<file path="config.mk">
export PLATFORM = sky130hd
export DESIGN_NAME = intranet_header_packer
export DESIGN_NICKNAME = d
export VERILOG_FILES = /design/src/hw/intranet_header_pkg.sv /design/src/hw/octet_fifo.sv /design/src/hw/intranet_header_packer.sv
export SDC_FILE = /design/constraint.sdc
export NUM_CORES = 1
export LEC_CHECK = 0
export ABC_AREA = 0
export BUFFER_PORTS_ARGS = -buffer_cell sky130_fd_sc_hd__buf_4
export CELL_PAD_IN_SITES_DETAIL_PLACEMENT = 0
export CELL_PAD_IN_SITES_GLOBAL_PLACEMENT = 1
export CORE_MARGIN = 3
export CORE_UTILIZATION = 56
export DETAILED_ROUTE_END_ITERATION = 10
export PLACE_DENSITY = 0.93
export SETUP_SLACK_MARGIN = 0.05
export SYNTH_ARGS = -nofsm -noshare
export SYNTH_HDL_FRONTEND = slang
export SYNTH_SLANG_ARGS = --single-unit
</file>
<file path="constraint.sdc">
create_clock -name sys_clk -period 4.9 [get_ports sys_clk]
set_clock_uncertainty 0.05 [all_clocks]
set_input_delay 0.735 -clock sys_clk [delete_from_list [all_inputs] [get_ports sys_clk]]
set_output_delay 0.735 -clock sys_clk [all_outputs]
set_load 0.03 [all_outputs]
</file>
<file path="src/hw/intranet_header_pkg.sv">
package intranet_header_pkg;
  localparam int OCTET_W = 8;
  localparam int FIFO_DEPTH = 32;
  localparam int HDR_OCTETS = 3;
  // field widths and bit positions within the packed header word
  localparam int VER_W = 4;
  localparam int MSG_W = 4;
  localparam int HLEN_W = 8;
  localparam int TOS_W = 8;
  localparam int VER_POS = 0;
  localparam int MSG_POS = 4;
  localparam int HLEN_POS = 8;
  localparam int TOS_POS = 16;
  localparam int HDR_W = 24;
  localparam logic [1:0] FIRST_OCTET = 2'h0;
  localparam logic [1:0] LAST_OCTET = 2'h2;
  localparam logic [2:0] FIRST_BIT = 3'h0;
  localparam logic [2:0] LAST_BIT = 3'h7;
  localparam logic [OCTET_W-1:0] OCTET_RESET = 8'h00;
endpackage

</file>
<file path="src/hw/octet_fifo.sv">
`timescale 1ns/1ps
module octet_fifo #(
  parameter int WIDTH = 8,
  parameter int DEPTH = 32
) (
  input wire logic sys_clk, // clock
  input wire logic rst_n, // sync reset, active low
  input wire logic clkEn, // freezes state when low
  input wire logic inValid, // write request
  output logic inReady, // not full
  input wire logic [WIDTH-1:0] inData, // write data
  output logic outValid, // not empty
  input wire logic outReady, // read request
  output logic [WIDTH-1:0] outData // head word
);
  localparam int AW = $clog2(DEPTH);
  logic [WIDTH-1:0] mem [DEPTH];
  logic [AW-1:0] wrPtr_reg, wrPtr_next, rdPtr_reg, rdPtr_next;
  logic [AW:0] count_reg, count_next;
  logic doWr, doRd;

  assign inReady = (count_reg != (AW+1)'(DEPTH));
  assign outValid = (count_reg != '0);
  assign outData = mem[rdPtr_reg];
  assign doWr = clkEn && inValid && inReady;
  assign doRd = clkEn && outValid && outReady;

  always_comb begin
    wrPtr_next = wrPtr_reg;
    rdPtr_next = rdPtr_reg;
    count_next = count_reg;
    if (doWr) begin
      wrPtr_next = wrPtr_reg + 1'b1;
    end
    if (doRd) begin
      rdPtr_next = rdPtr_reg + 1'b1;
    end
    if (doWr && !doRd) begin
      count_next = count_reg + 1'b1;
    end else if (doRd && !doWr) begin
      count_next = count_reg - 1'b1;
    end
  end

  always_ff @(posedge sys_clk) begin
    if (!rst_n) begin
      wrPtr_reg <= '0;
      rdPtr_reg <= '0;
      count_reg <= '0;
    end else begin
      wrPtr_reg <= wrPtr_next;
      rdPtr_reg <= rdPtr_next;
      count_reg <= count_next;
    end
  end

  always_ff @(posedge sys_clk) begin
    if (doWr) begin
      mem[wrPtr_reg] <= inData;
    end
  end
endmodule // octet_fifo

</file>
<file path="src/hw/intranet_header_packer.sv">
// Function
// - field lsb into lowest free octet bit
// - overflowing field bits continue next octet
// - fields and octets packed in order
// - octets numbered from zero upward
// - version, type, length, service layout
// - example fields give 40h,03h,00h
// - octets sent lsb first, payload follows
`timescale 1ns/1ps
module intranet_header_packer
  import intranet_header_pkg::*;
(
  input wire logic sys_clk, // 100 MHz clock
  input wire logic rst_n, // sync reset, active low
  input wire logic clkEn, // freezes all state when low
  input wire logic hdrStart, // pulse: take fields, build header
  input wire logic [VER_W-1:0] verNum, // version field
  input wire logic [MSG_W-1:0] msgType, // message type field
  input wire logic [HLEN_W-1:0] hdrLen, // header length field
  input wire logic [TOS_W-1:0] svcType, // service type field
  output logic hdrBusy, // frame being packed, header through last payload octet
  input wire logic payValid, // payload octet valid
  output logic payReady, // payload octet taken
  input wire logic [OCTET_W-1:0] payData, // payload (ip header) octet
  input wire logic payLast, // last payload octet
  output logic octValid, // octet stream valid to framer
  input wire logic octReady, // framer ready
  output logic [OCTET_W-1:0] octData, // octet to framer
  output logic [1:0] octNum, // header octet number
  output logic serBit, // serial bit, lsb first
  output logic serValid // serial bit valid
);
  typedef enum {IDLE, PACK, PAYLOAD} state_e;
  state_e state_reg, state_next;
  logic [HDR_W-1:0] hdrWord_reg, hdrWord_next;
  logic [1:0] octIdx_reg, octIdx_next;
  logic fifoReady, fifoInValid, fifoOutValid;
  logic [OCTET_W-1:0] fifoInData, fifoOutData;
  logic busy_reg, payReady_reg, payReady_next;
  logic [OCTET_W-1:0] shift_reg, shift_next;
  logic [2:0] bitIdx_reg, bitIdx_next;
  logic shifting_reg, shifting_next, serBit_reg, serValid_reg;
  logic [1:0] num_reg, num_next;
  logic fifoPop, octVal_reg;
  logic [OCTET_W-1:0] octData_reg;

  // fields concatenated lsb upward so bit slices fall into octets in order
  function automatic logic [HDR_W-1:0] packFields(input logic [VER_W-1:0] v,
      input logic [MSG_W-1:0] m, input logic [HLEN_W-1:0] l, input logic [TOS_W-1:0] t);
    logic [HDR_W-1:0] w;
    w = '0;
    w[VER_POS +: VER_W] = v;
    w[MSG_POS +: MSG_W] = m;
    w[HLEN_POS +: HLEN_W] = l;
    w[TOS_POS +: TOS_W] = t;
    return w;
  endfunction

  // header and payload share one path so payload follows header with no gap
  always_comb begin
    state_next = state_reg;
    hdrWord_next = hdrWord_reg;
    octIdx_next = octIdx_reg;
    fifoInValid = 1'b0;
    fifoInData = OCTET_RESET;
    case (state_reg)
      IDLE: begin
        if (hdrStart) begin
          hdrWord_next = packFields(verNum, msgType, hdrLen, svcType);
          octIdx_next = FIRST_OCTET;
          state_next = PACK;
        end
      end
      PACK: begin
        fifoInValid = 1'b1;
        fifoInData = hdrWord_reg[OCTET_W-1:0];
        if (fifoReady) begin
          hdrWord_next = hdrWord_reg >> OCTET_W;
          octIdx_next = octIdx_reg + 2'h1;
          if (octIdx_reg == LAST_OCTET) begin
            state_next = PAYLOAD;
          end
        end
      end
      PAYLOAD: begin
        // only an octet offered under our own ready is written, so none is taken twice
        fifoInValid = payValid && payReady_reg;
        fifoInData = payData;
        if (payValid && payReady_reg && payLast) begin
          state_next = IDLE;
        end
      end
      default: state_next = IDLE;
    endcase
  end

  always_ff @(posedge sys_clk) begin
    if (!rst_n) begin
      state_reg <= IDLE;
      hdrWord_reg <= '0;
      octIdx_reg <= FIRST_OCTET;
      busy_reg <= 1'b0;
      payReady_reg <= 1'b0;
    end else if (clkEn) begin
      state_reg <= state_next;
      hdrWord_reg <= hdrWord_next;
      octIdx_reg <= octIdx_next;
      busy_reg <= (state_next != IDLE);
      payReady_reg <= payReady_next;
    end
  end
  // registered ready promises room one cycle ahead; a write without a pop may fill
  // the last slot, so ready is held back then at the cost of some throughput
  assign payReady_next = (state_next == PAYLOAD) && fifoReady && (!fifoInValid || fifoPop);

  octet_fifo #(.WIDTH(OCTET_W), .DEPTH(FIFO_DEPTH)) octet_fifo_i (
    .sys_clk(sys_clk),
    .rst_n(rst_n),
    .clkEn(clkEn),
    .inValid(fifoInValid),
    .inReady(fifoReady),
    .inData(fifoInData),
    .outValid(fifoOutValid),
    .outReady(fifoPop),
    .outData(fifoOutData)
  );

  // output stage: one registered octet slot, refilled when framer takes it
  assign fifoPop = fifoOutValid && (!octVal_reg || octReady);

  always_comb begin
    num_next = num_reg;
    shift_next = shift_reg;
    bitIdx_next = bitIdx_reg;
    shifting_next = shifting_reg;
    if (octVal_reg && octReady) begin
      num_next = num_reg + 2'h1;
      shift_next = octData_reg;
      bitIdx_next = FIRST_BIT;
      shifting_next = 1'b1;
    end else if (shifting_reg) begin
      shift_next = shift_reg >> 1;
      bitIdx_next = bitIdx_reg + 3'h1;
      if (bitIdx_reg == LAST_BIT) begin
        shifting_next = 1'b0;
      end
    end
    if (state_reg == IDLE && hdrStart) begin
      num_next = FIRST_OCTET;
    end
  end

  always_ff @(posedge sys_clk) begin
    if (!rst_n) begin
      octVal_reg <= 1'b0;
      octData_reg <= OCTET_RESET;
      num_reg <= FIRST_OCTET;
      shift_reg <= OCTET_RESET;
      bitIdx_reg <= FIRST_BIT;
      shifting_reg <= 1'b0;
      serBit_reg <= 1'b0;
      serValid_reg <= 1'b0;
    end else if (clkEn) begin
      if (fifoPop) begin
        octVal_reg <= 1'b1;
        octData_reg <= fifoOutData;
      end else if (octReady) begin
        octVal_reg <= 1'b0;
      end
      num_reg <= num_next;
      shift_reg <= shift_next;
      bitIdx_reg <= bitIdx_next;
      shifting_reg <= shifting_next;
      serBit_reg <= shift_next[0];
      serValid_reg <= shifting_next;
    end
  end

  assign hdrBusy = busy_reg;
  assign payReady = payReady_reg;
  assign octValid = octVal_reg;
  assign octData = octData_reg;
  assign octNum = num_reg;
  assign serBit = serBit_reg;
  assign serValid = serValid_reg;

  // serial view only keeps pace when framer ready is not faster than 1 per 8 cycles

  holdValid_a: assert property (@(posedge sys_clk) disable iff (!rst_n)
    octVal_reg && !octReady && clkEn |=> octVal_reg && $stable(octData_reg))
    else $error("octet dropped before handshake");
  payRoom_a: assert property (@(posedge sys_clk) disable iff (!rst_n)
    payValid && payReady_reg && clkEn |-> fifoReady)
    else $error("payload octet taken without fifo room");
  packOrder_a: assert property (@(posedge sys_clk) disable iff (!rst_n)
    state_reg == PACK && fifoReady && clkEn |=> hdrWord_reg == $past(hdrWord_reg) >> OCTET_W)
    else $error("header octets not shifted in order");
  firstOct_a: assert property (@(posedge sys_clk) disable iff (!rst_n)
    state_reg == IDLE && hdrStart && clkEn |=> octIdx_reg == FIRST_OCTET)
    else $error("header numbering not from zero");
  fieldPlace_a: assert property (@(posedge sys_clk) disable iff (!rst_n)
    state_reg == IDLE && hdrStart && clkEn |=> hdrWord_reg[MSG_POS+:MSG_W] == $past(msgType)
      && hdrWord_reg[VER_POS+:VER_W] == $past(verNum))
    else $error("octet zero nibbles misplaced");
  fieldCarry_a: assert property (@(posedge sys_clk) disable iff (!rst_n)
    state_reg == IDLE && hdrStart && clkEn |=> hdrWord_reg[TOS_POS+:TOS_W] == $past(svcType)
      && hdrWord_reg[HLEN_POS+:HLEN_W] == $past(hdrLen))
    else $error("later octets misplaced");
  example_a: assert property (@(posedge sys_clk) disable iff (!rst_n)
    state_reg == IDLE && hdrStart && clkEn && verNum == 4'h0 && msgType == 4'h4
      && hdrLen == 8'h03 && svcType == 8'h00 |=> hdrWord_reg == 24'h000340)
    else $error("example header wrong");
  payFollow_a: assert property (@(posedge sys_clk) disable iff (!rst_n)
    state_reg == PACK && octIdx_reg == LAST_OCTET && fifoReady && clkEn |=> state_reg == PAYLOAD)
    else $error("payload does not follow header");
  lsbFirst_a: assert property (@(posedge sys_clk) disable iff (!rst_n)
    octVal_reg && octReady && clkEn |=> serValid_reg && serBit_reg == $past(octData_reg[0]))
    else $error("serial not lsb first");
  headerDone_c: cover property (@(posedge sys_clk) disable iff (!rst_n)
    state_reg == PACK ##1 state_reg == PAYLOAD);
  stall_c: cover property (@(posedge sys_clk) disable iff (!rst_n)
    octVal_reg && !octReady [*3]);
  fifoFull_c: cover property (@(posedge sys_clk) disable iff (!rst_n) !fifoReady);
endmodule // intranet_header_packer

</file>
Word level (Yosys, flattened, before mapping)

Memory sizes are Yosys's and may differ from the RTL's. A register that Yosys moved wholly into a read port is not among the register bits.
Index checks and enable logic that the tools add are counted.

Bits in registers: 91
RAM bits: 256
Input bits: 39
Word-level logic and storage cells: 92
Memories: 1

$add $sub $neg: 7
Equality and inequality tests: 8
Muxes and demuxes: 28
Reduce and logical (&&, ||, !) cells: 34

Memories:

| memory           | depth | bits a word | rd ports | clocked after Yosys merged registers in | write ports | line             | source |
|---|---|---|---|---|---|---|---|
| octet_fifo_i.mem | 32    | 8           | 1        | 1                                       | 1           | octet_fifo.sv:17 | `logic [WIDTH-1:0] mem [DEPTH];` |

Operator list:

| operator                                                               | count |
|---|---|
| 32-bit 2-to-1 mux                                                      | 4 |
| 32-bit one-hot mux with 3 select lines                                 | 1 |
| 32-bit zero test                                                       | 2 |
| 24-bit 2-to-1 mux                                                      | 2 |
| 24-bit one-hot mux with 2 select lines                                 | 1 |
| 32-bit by 1-bit equality test with 1-bit output, second input constant | 1 |
| 32-bit by 2-bit equality test with 1-bit output, second input constant | 1 |
| 32-bit by 3-bit equality test with 1-bit output, second input constant | 1 |
| 32-bit nonzero test                                                    | 1 |
| 8-bit 2-to-1 mux                                                       | 2 |
| 8-bit one-hot mux with 2 select lines                                  | 1 |
| 1-bit logical AND                                                      | 13 |
| 6-bit 2-to-1 mux                                                       | 2 |
| 5-bit by 1-bit adder with 5-bit output, second input constant          | 2 |
| 2-bit nonzero test                                                     | 5 |
| 2-bit 2-to-1 mux                                                       | 4 |
| 2-bit AND reduction                                                    | 4 |
| 1-bit 2-to-1 mux                                                       | 7 |
| 6-bit by 1-bit adder with 6-bit output, second input constant          | 1 |
| 3-bit 2-to-1 mux                                                       | 2 |
| 6-bit inequality test, second input constant                           | 1 |
| 6-bit nonzero test                                                     | 1 |
| 6-bit by 1-bit subtractor with 6-bit output, second input constant     | 1 |
| 1-bit zero test                                                        | 5 |
| 9 further kinds                                                        | 12 |

Depth between registers and ports, before layout

Gate-level depths: netlist of the first run.

Word-level depth: 8
Gate-level depth with buffers: 13
Mapped depth without buffers: 12

By module

From an unflattened synthesis of the first run, not the netlist that was laid out.

Cell total of the unflattened synthesis: 998
Area, all modules: 14375.0 µm²

By module, submodules not included:

| module                 | instances | cells an instance | area each (µm²) | seq. area each (µm²) |
|---|---|---|---|---|
| octet_fifo             | 1         | 626               | 11069.4         | 8107.8 |
| intranet_header_packer | 1         | 372               | 3305.7          | 1661.6 |

Least setup slack after synthesis of the first run

Ideal clock, no wire load.

Path kind: register to register
Start point: register octet_fifo_i.count_reg[0]
End point: register octet_fifo_i.count_reg[5]
Setup time: 0.119 ns
Data arrival time: 2.792 ns
Required time: 4.731 ns
Setup slack: 1.939 ns
Cell stages (with the launch flop): 13
Path buffers: 0
Clock period less this slack: 2.961 ns
Cell sequence: dfxtp_1 or4_4 o32a_1 nand4_1 inv_2 ha_1 inv_1 ha_1 a21o_1 a21oi_1 nand4b_1 nand4_1 mux2i_1

Elaborated cells between the ends (all ways): 15

RTL lines:

| item                                | line             | source |
|---|---|---|
| start, declared                     | octet_fifo.sv:19 | `logic [AW:0] count_reg, count_next;` |
| start signal, assigned              | octet_fifo.sv:53 | `count_reg <= count_next;` |
| 6-bit inequality test *             | octet_fifo.sv:22 | `assign inReady = (count_reg != (AW+1)'(DEPTH));` |
| 1-bit logical AND *                 | octet_fifo.sv:25 | `assign doWr = clkEn && inValid && inReady;` |
| via octet_fifo_i.doWr               | octet_fifo.sv:20 | `logic doWr, doRd;` |
| 1-bit zero test                     | octet_fifo.sv:40 | `end else if (doRd && !doWr) begin` |
| 1-bit logical AND                   | octet_fifo.sv:40 |  |
| 2-bit nonzero test (no source line) | --               |  |

The timed path passes the listed nets; every way through them passes the cells marked *. The select of a mux whose other input is x is not followed.
A chain may end at the register's enable or synchronous reset.

Final worst setup path of the first run

Start point: register octet_fifo_i.count_reg[0]
End point: register octet_fifo_i.count_reg[5]

Longest elaborated chain between the ends: 6
Elaborated cells between the ends (all ways): 15

RTL lines:

| item |
|---|
| parallel branches: the longest is 6 deep, another holds 6-bit by 1-bit subtractor with 6-bit output |

Several ways; the timed one is not identified. The select of a mux whose other input is x is not followed.

==> impl_metrics.json, run 1 <==
{
  "root_buffer": "clkbuf_16",
  "largest_register_ffs": 256,
  "crit_type": "reg -> reg",
  "netlist_instances": 908,
  "p_clk_frac": 0.383,
  "synth_area_sq_um": 14200,
  "fmax_mhz": 296,
  "max_slew_margin": 0.121,
  "gp_congestion": 0.799,
  "drcViolationCount": 0,
  "swShare": 0.246,
  "nets": 1002,
  "run_status": "completed",
  "io_pins": 54,
  "hold_ws_ns": 0.434,
  "worst-path-max-fanout": 12,
  "track_usage": 0.233,
  "grt_pass1_wl_microns": 47900,
  "synth_edf_count": 256,
  "wirelength_microns": 31200,
  "drt_iter0_drc": 955,
  "timing.final.crit_share": 0.690,
  "yosysSeqAreaShare": 0.679,
  "p_int_w": 0.00542,
  "via_per_inst": 6.30,
  "ys_async_sr_fraction": 0,
  "std_cell_rows": 57,
  "grt.busiest_layer": "met2",
  "cp_common_cell": "ha_1",
  "ctsHoldBuffers": 0,
  "cts_tree": "done",
  "cp-start-kind": "flop",
  "ys_seq_elements": 355,
  "synth_ff_type": "edfxtp_1",
  "cts_buffers": 36,
  "antenna_left": 0,
  "fill_cells": 1716,
  "rsz0062_at_grt": "false",
  "yosysWarnings": 0,
  "worst_ep_required_time_ns": 5.24,
  "core_area_sq_um": 24700,
  "drive_above_1_share": 0.199,
  "grt_max_degree": 56,
  "clkTransAtPathRegs_ns": 0.06,
  "stdcell_area_sq_um": 16000,
  "h-tree-depth": 2,
  "via_count": 8186,
  "seq_area_sq_um": 9680,
  "diodes": 0,
  "syn_area_per_cell_sq_um": 15.7,
  "grt_use_met2": 0.373,
  "fin_crit_ns": 3.38,
  "power.leakage_nw": 5.42,
  "post-cts-setup-buffers": 0,
  "clock_latency_ns": 0.51,
  "grt.met1_usage": 0.325,
  "critPathMaxStageDelay_ns": 0.58,
  "cts_resized": 0,
  "synthDistinctLibCells": 71,
  "first_pass_iters": 5,
  "start_util": 0.577,
  "crit_path_cell_trace": "or4_4 -> o311a_1 -> clkinv_1 -> ha_1 -> inv_1 -> ha_1 -> a21o_1 -> a21oi_1 -> nand4b_1 -> nand4_1 -> mux2i_1",
  "seqPwrFrac": 0.481,
  "wire_per_inst_microns": 24.0,
  "grt_pass1_vias": 8116,
  "dp_hpwl_microns": 18900,
  "antenna_found_initial": 0,
  "cp.arrival_ns": 3.72,
  "syn-num-nets": 961,
  "fin_setup_tns_ns": 0,
  "finalHoldViolCount": 0,
  "multi_input_area_sq_um": 4210,
  "cts.sinks": 355,
  "hp-class": "reg -> reg",
  "drv_cap": 0,
  "peakVddDrop_v": 0.000317,
  "setup_violations": 0,
  "die_h_microns": 165,
  "crit_slowest_cell": "or4_4",
  "tightestPinTransition_ns": 1.32,
  "cellPowerDensity_nw_per_um2": 450,
  "placed_cell_area_sq_um": 14800,
  "p_sw_w": 0.00177,
  "dieWidth_microns": 165,
  "comb_power_share": 0.135,
  "die-area_sq_um": 27400,
  "drv_slew": 0,
  "critPathCaptureType": "flop",
  "use_met3": 0.0511,
  "clock_path_buffers": 3,
  "cp_num_buf_inv": 2,
  "crit_family": "compound AO/OA/AOI/OAI gates",
  "grt_overflow": 0,
  "port_buffers": 53,
  "area.growth.synth_to_final_pct": 12.4
}
==> Yosys cell counts, drive strengths merged (13+ instances only) <==
cell / instances / area share
a211oi: 35 / 0.022
o21ai: 14 / 0.0049
nand4: 13 / 0.0062
mux4: 52 / 0.083
clkbuf: 29 / 0.0076
edfxtp: 256 / 0.54
buf: 29 / 0.014
mux2i: 52 / 0.037
a21oi: 39 / 0.014
nor2: 66 / 0.017
ha: 13 / 0.011
nand2: 33 / 0.0087
a22o: 14 / 0.0086
dfxtp: 99 / 0.14
and3: 33 / 0.015
==> worst min-delay path: stages (launching register included) <==
cell	delay, ns
dfxtp_1	0.33
nand2_1	0.06
mux2i_1	0.05
==> through the flow <==
step / power [W] / util / std cells / worst slack, ns
3_5_place_dp: 0.00449 / 0.600 / 1235 / 1.33
5_1_grt: 0.00744 / 0.648 / 1300 / 1.22
4_1_cts: 0.00723 / 0.648 / 1300 / 1.46
3_3_place_gp: 0.00447 / 0.600 / 1235 / 1.42
6_report: 0.00719 / 0.648 / 1300 / 1.52
2_1_floorplan: 0.00423 / - / 908 / 1.94
==> power by group through the flow <==
| stage | Clock, W | Combinational, W | Sequential [W] |
|---|---|---|---|
| 2_1_floorplan | 0 | 0.000777 | 0.00345 |
| 3_3_place_gp | 0 | 0.000943 | 0.00352 |
| 3_5_place_dp | 0 | 0.000966 | 0.00353 |
| 4_1_cts | 0.00279 | 0.000975 | 0.00347 |
| 5_1_grt | 0.00291 | 0.00104 | 0.00348 |
| 6_report | 0.00276 | 0.000973 | 0.00346 |
==> cell families (layout without fill, tap and decap cells) <==
group,count (synthesis),after routing,share of synthesized area
simple gates,192,192,0.0733
mux,104,104,0.120
flops,355,355,0.679
fa+ha+maj,14,14,0.0128
buf+inv,71,139,0.0246
xor+xnor,10,10,0.00615
compound gates,162,162,0.0837
==> placed cells by master (no fill, tap or decap), drive strengths merged, types with 3 or more instances in the layout <==
cell type and n:
a22oi 9, nor2 66, a31o 7, dfxtp 99, nand2 33, nand4 13, a21oi 39, nand3 4
xor2 4, o221ai 6, a311oi 9, nor2b 4, clkinv 13, clkbuf 49, o21ai 14, o22ai 8
mux2i 52, buf 61, a22o 14, nand3b 3, a211oi 35, o21a 5, nor4 12, bufinv 4
ha 13, edfxtp 256, mux4 52, a21o 3, and3 33, xnor2 6, inv 12, or3 7
==> path summary, 6_finish.rpt <==
| path | slack, ns | cells past startpoint | end | start |
|---|---|---|---|---|
| hold / removal | 0.43 | 2 | octet_fifo_i.count_reg[5]$_SDFFE_PN0P_ | octet_fifo_i.count_reg[5]$_SDFFE_PN0P_ |
| hold reg to reg | 0.43 | 2 | octet_fifo_i.count_reg[5]$_SDFFE_PN0P_ | octet_fifo_i.count_reg[5]$_SDFFE_PN0P_ |
| setup / recovery | 1.52 | 11 | octet_fifo_i.count_reg[5]$_SDFFE_PN0P_ | octet_fifo_i.count_reg[0]$_SDFFE_PN0P_ |
| setup reg to reg | 1.52 | 11 | octet_fifo_i.count_reg[5]$_SDFFE_PN0P_ | octet_fifo_i.count_reg[0]$_SDFFE_PN0P_ |
==> per-layer routing <==
layer / part of all wire / routed length (microns)
met4: 0.027 / 851
met3: 0.087 / 2720
met2: 0.49 / 15200
met1: 0.40 / 12400
met5: 0 / 0
==> area by class of cell <==
type | instances | share of cell area
Sequential cell | 355 | 0.605
Multi-Input combinational cell | 482 | 0.263
Clock buffer | 49 | 0.0631
Timing Repair Buffer | 61 | 0.0286
Tap cell | 324 | 0.0253
Clock inverter | 16 | 0.0114
Inverter | 13 | 0.00305
Power figures use the tool's default switching activity.
==> run 2: changes to the inputs <==
CORE_UTILIZATION = 47   (was 56)
PLACE_DENSITY = 0.84   (was 0.93)
clock period = 2.8 ns   (was 4.9 ns; I/O delays follow)
==> run 2 against run 1 <==
Against the previous run: maximum frequency up 20%; the run now ends with setup timing left; highest routed layer unchanged; wire length down 1.5%; sequential share of layout area down 1.8 points.
==> impl_metrics.json, run 2 (synthesis gave the netlist of run 1 again) <==
{
  "cts_buffers": 36,
  "clock_path_buffers": 3,
  "seq_area_sq_um": 9680,
  "p_clk_frac": 0.350,
  "io_pins": 54,
  "root_buffer": "clkbuf_16",
  "setup_violations": 1,
  "wire_per_inst_microns": 21.7,
  "holdPathStages": 3,
  "tightestPinTransition_ns": 0.920,
  "reg2reg_to": "octet_fifo_i.count_reg[5]$_SDFFE_PN0P_",
  "area.growth.synth_to_final_pct": 15.9,
  "cp.arrival_ns": 3.16,
  "reg2reg_setup_slack_ns": -0.02,
  "gp_congestion": 0.825,
  "grt_max_degree": 48,
  "max_slew_margin": 0.371,
  "die-area_sq_um": 32400,
  "seqPwrFrac": 0.484,
  "diodes": 0,
  "grt_pass1_wl_microns": 47800,
  "fmax_mhz": 355,
  "std_cell_rows": 63,
  "hp-class": "in -> reg",
  "cts_tree": "done",
  "r2r_start": "octet_fifo_i.count_reg[0]$_SDFFE_PN0P_",
  "layout_common_cells": "edfxtp_1 (256), buf_4 (111), dfxtp_1 (96)",
  "hold_ws_ns": 0.132,
  "largest_register_ffs": 256,
  "peakVddDrop_v": 0.000402,
  "dp_hpwl_microns": 19700,
  "place_ws_ns": -0.0321,
  "die_h_microns": 180,
  "core_area_sq_um": 29700,
  "via_count": 8328,
  "fin_crit_ns": 2.82,
  "cp-startpoint": "octet_fifo_i.count_reg[0]$_SDFFE_PN0P_",
  "first_pass_iters": 5,
  "grt_pass1_vias": 8248,
  "power.leakage_nw": 5.62,
  "grt_overflow": 0,
  "drv_slew": 0,
  "dieWidth_microns": 180,
  "final_util": 0.555,
  "rsz0062_at_grt": "true",
  "hold_start": "svcType[3]",
  "nets": 1055,
  "crit_type": "reg -> reg",
  "drt_iter0_drc": 884,
  "stdcell_area_sq_um": 16500,
  "multi_input_area_sq_um": 4340,
  "hold_end": "hdrWord_reg[19]$_SDFFE_PN0P_",
  "placed_cell_area_sq_um": 15300,
  "via_per_inst": 5.88,
  "critPathCaptureType": "flop",
  "p_sw_w": 0.00308,
  "comb_power_share": 0.166,
  "fin_setup_tns_ns": -0.0176,
  "swShare": 0.251,
  "start_util": 0.479,
  "cts.sinks": 355,
  "h-tree-depth": 2,
  "setup_ws_ns": -0.0176,
  "worst_ep_required_time_ns": 3.14,
  "finalHoldViolCount": 0,
  "clock_latency_ns": 0.51,
  "clkTransAtPathRegs_ns": 0.06,
  "cellPowerDensity_nw_per_um2": 744,
  "violations": "setup timing",
  "port_buffers": 53,
  "cp-start-kind": "flop",
  "final_common_cell": "edfxtp_1",
  "p_int_w": 0.00918,
  "drcViolationCount": 0,
  "fill_cells": 2234,
  "r2r_cells": 12,
  "run_status": "finished with violations",
  "track_usage": 0.185,
  "timing.final.crit_share": 1.01,
  "worst-path-max-fanout": 5,
  "drv_cap": 0,
  "antenna_found_initial": 0,
  "wirelength_microns": 30800,
  "antenna_left": 0,
  "drive_above_1_share": 0.270
}
==> run 2: cell types whose count changed in the layout (fill, tap and decap cells not counted), moves of 4 or more <==
cell | before | now
buf_4 | 61 | 111
bufinv_16 | 4 | 0
nor2_2 | 0 | 29
clkinv_1 | 8 | 12
nor2_1 | 66 | 35
==> run 2: cell type report <==
| type | count | area share |
|---|---|---|
| clock inverters | 16 | 0.00448 |
| clock buffers | 46 | 0.0588 |
| flip-flops and latches | 355 | 0.587 |
| multi-input cells | 482 | 0.263 |
| repair buffers | 114 | 0.0542 |
| well taps | 390 | 0.0296 |
| inverters | 13 | 0.00326 |
==> run 2: worst max-delay path by stage <==
stage,endpoint,cells after the start
4_1_cts,octet_fifo_i.count_reg[5]$_SDFFE_PN0P_,12
2_1_floorplan,octet_fifo_i.count_reg[5]$_SDFFE_PN0P_,12
3_5_place_dp,octet_fifo_i.count_reg[5]$_SDFFE_PN0P_,12
5_1_grt,octet_fifo_i.count_reg[5]$_SDFFE_PN0P_,12
6_report,octet_fifo_i.count_reg[5]$_SDFFE_PN0P_,12
3_3_place_gp,octet_fifo_i.count_reg[5]$_SDFFE_PN0P_,12
==> run 2: power groups by stage <==
stage | combinational, W | sequential (W) | clock [W]
floorplan | 0.00137 | 0.00604 | 0
global placement | 0.00194 | 0.00604 | 0
detailed placement | 0.00197 | 0.00605 | 0
CTS | 0.00201 | 0.00594 | 0.00438
global route | 0.00217 | 0.00596 | 0.00458
finish | 0.00203 | 0.00594 | 0.00430
==> run 2: metrics by stage <==
step           cells  total power [W]
5_1_grt         1416           0.0127
6_report        1416           0.0123
3_5_place_dp    1348          0.00802
2_1_floorplan    908          0.00741
3_3_place_gp    1348          0.00798
4_1_cts         1414           0.0123
==> run 2: critical path: stages, from the launching register on <==
cell      delay [ns]
dfxtp_2         0.32
or4_4           0.55
o32a_1          0.35
nand4_1         0.14
inv_2           0.11
ha_4            0.20
inv_6           0.08
ha_4            0.20
a21o_1          0.16
a21oi_2         0.17
nand4b_1        0.14
nand4_1         0.12
mux2i_1         0.13
==> run 2: metal layers <==
layer	global-route usage	wire length (microns)	share of wire
met1	0.262	13300	0.43
met2	0.306	15000	0.49
met3	0.0311	1940	0.063
met4	0.0436	555	0.018
met5	0	0	0
==> run 2: timing repair <==
item | in CTS | in global routing
pin swaps | 4 | 7
gates resized for setup | 6 | 32
buffers inserted | 4 | 2
setup endpoints to repair | 52 | 187
hold buffers | 0 | 0
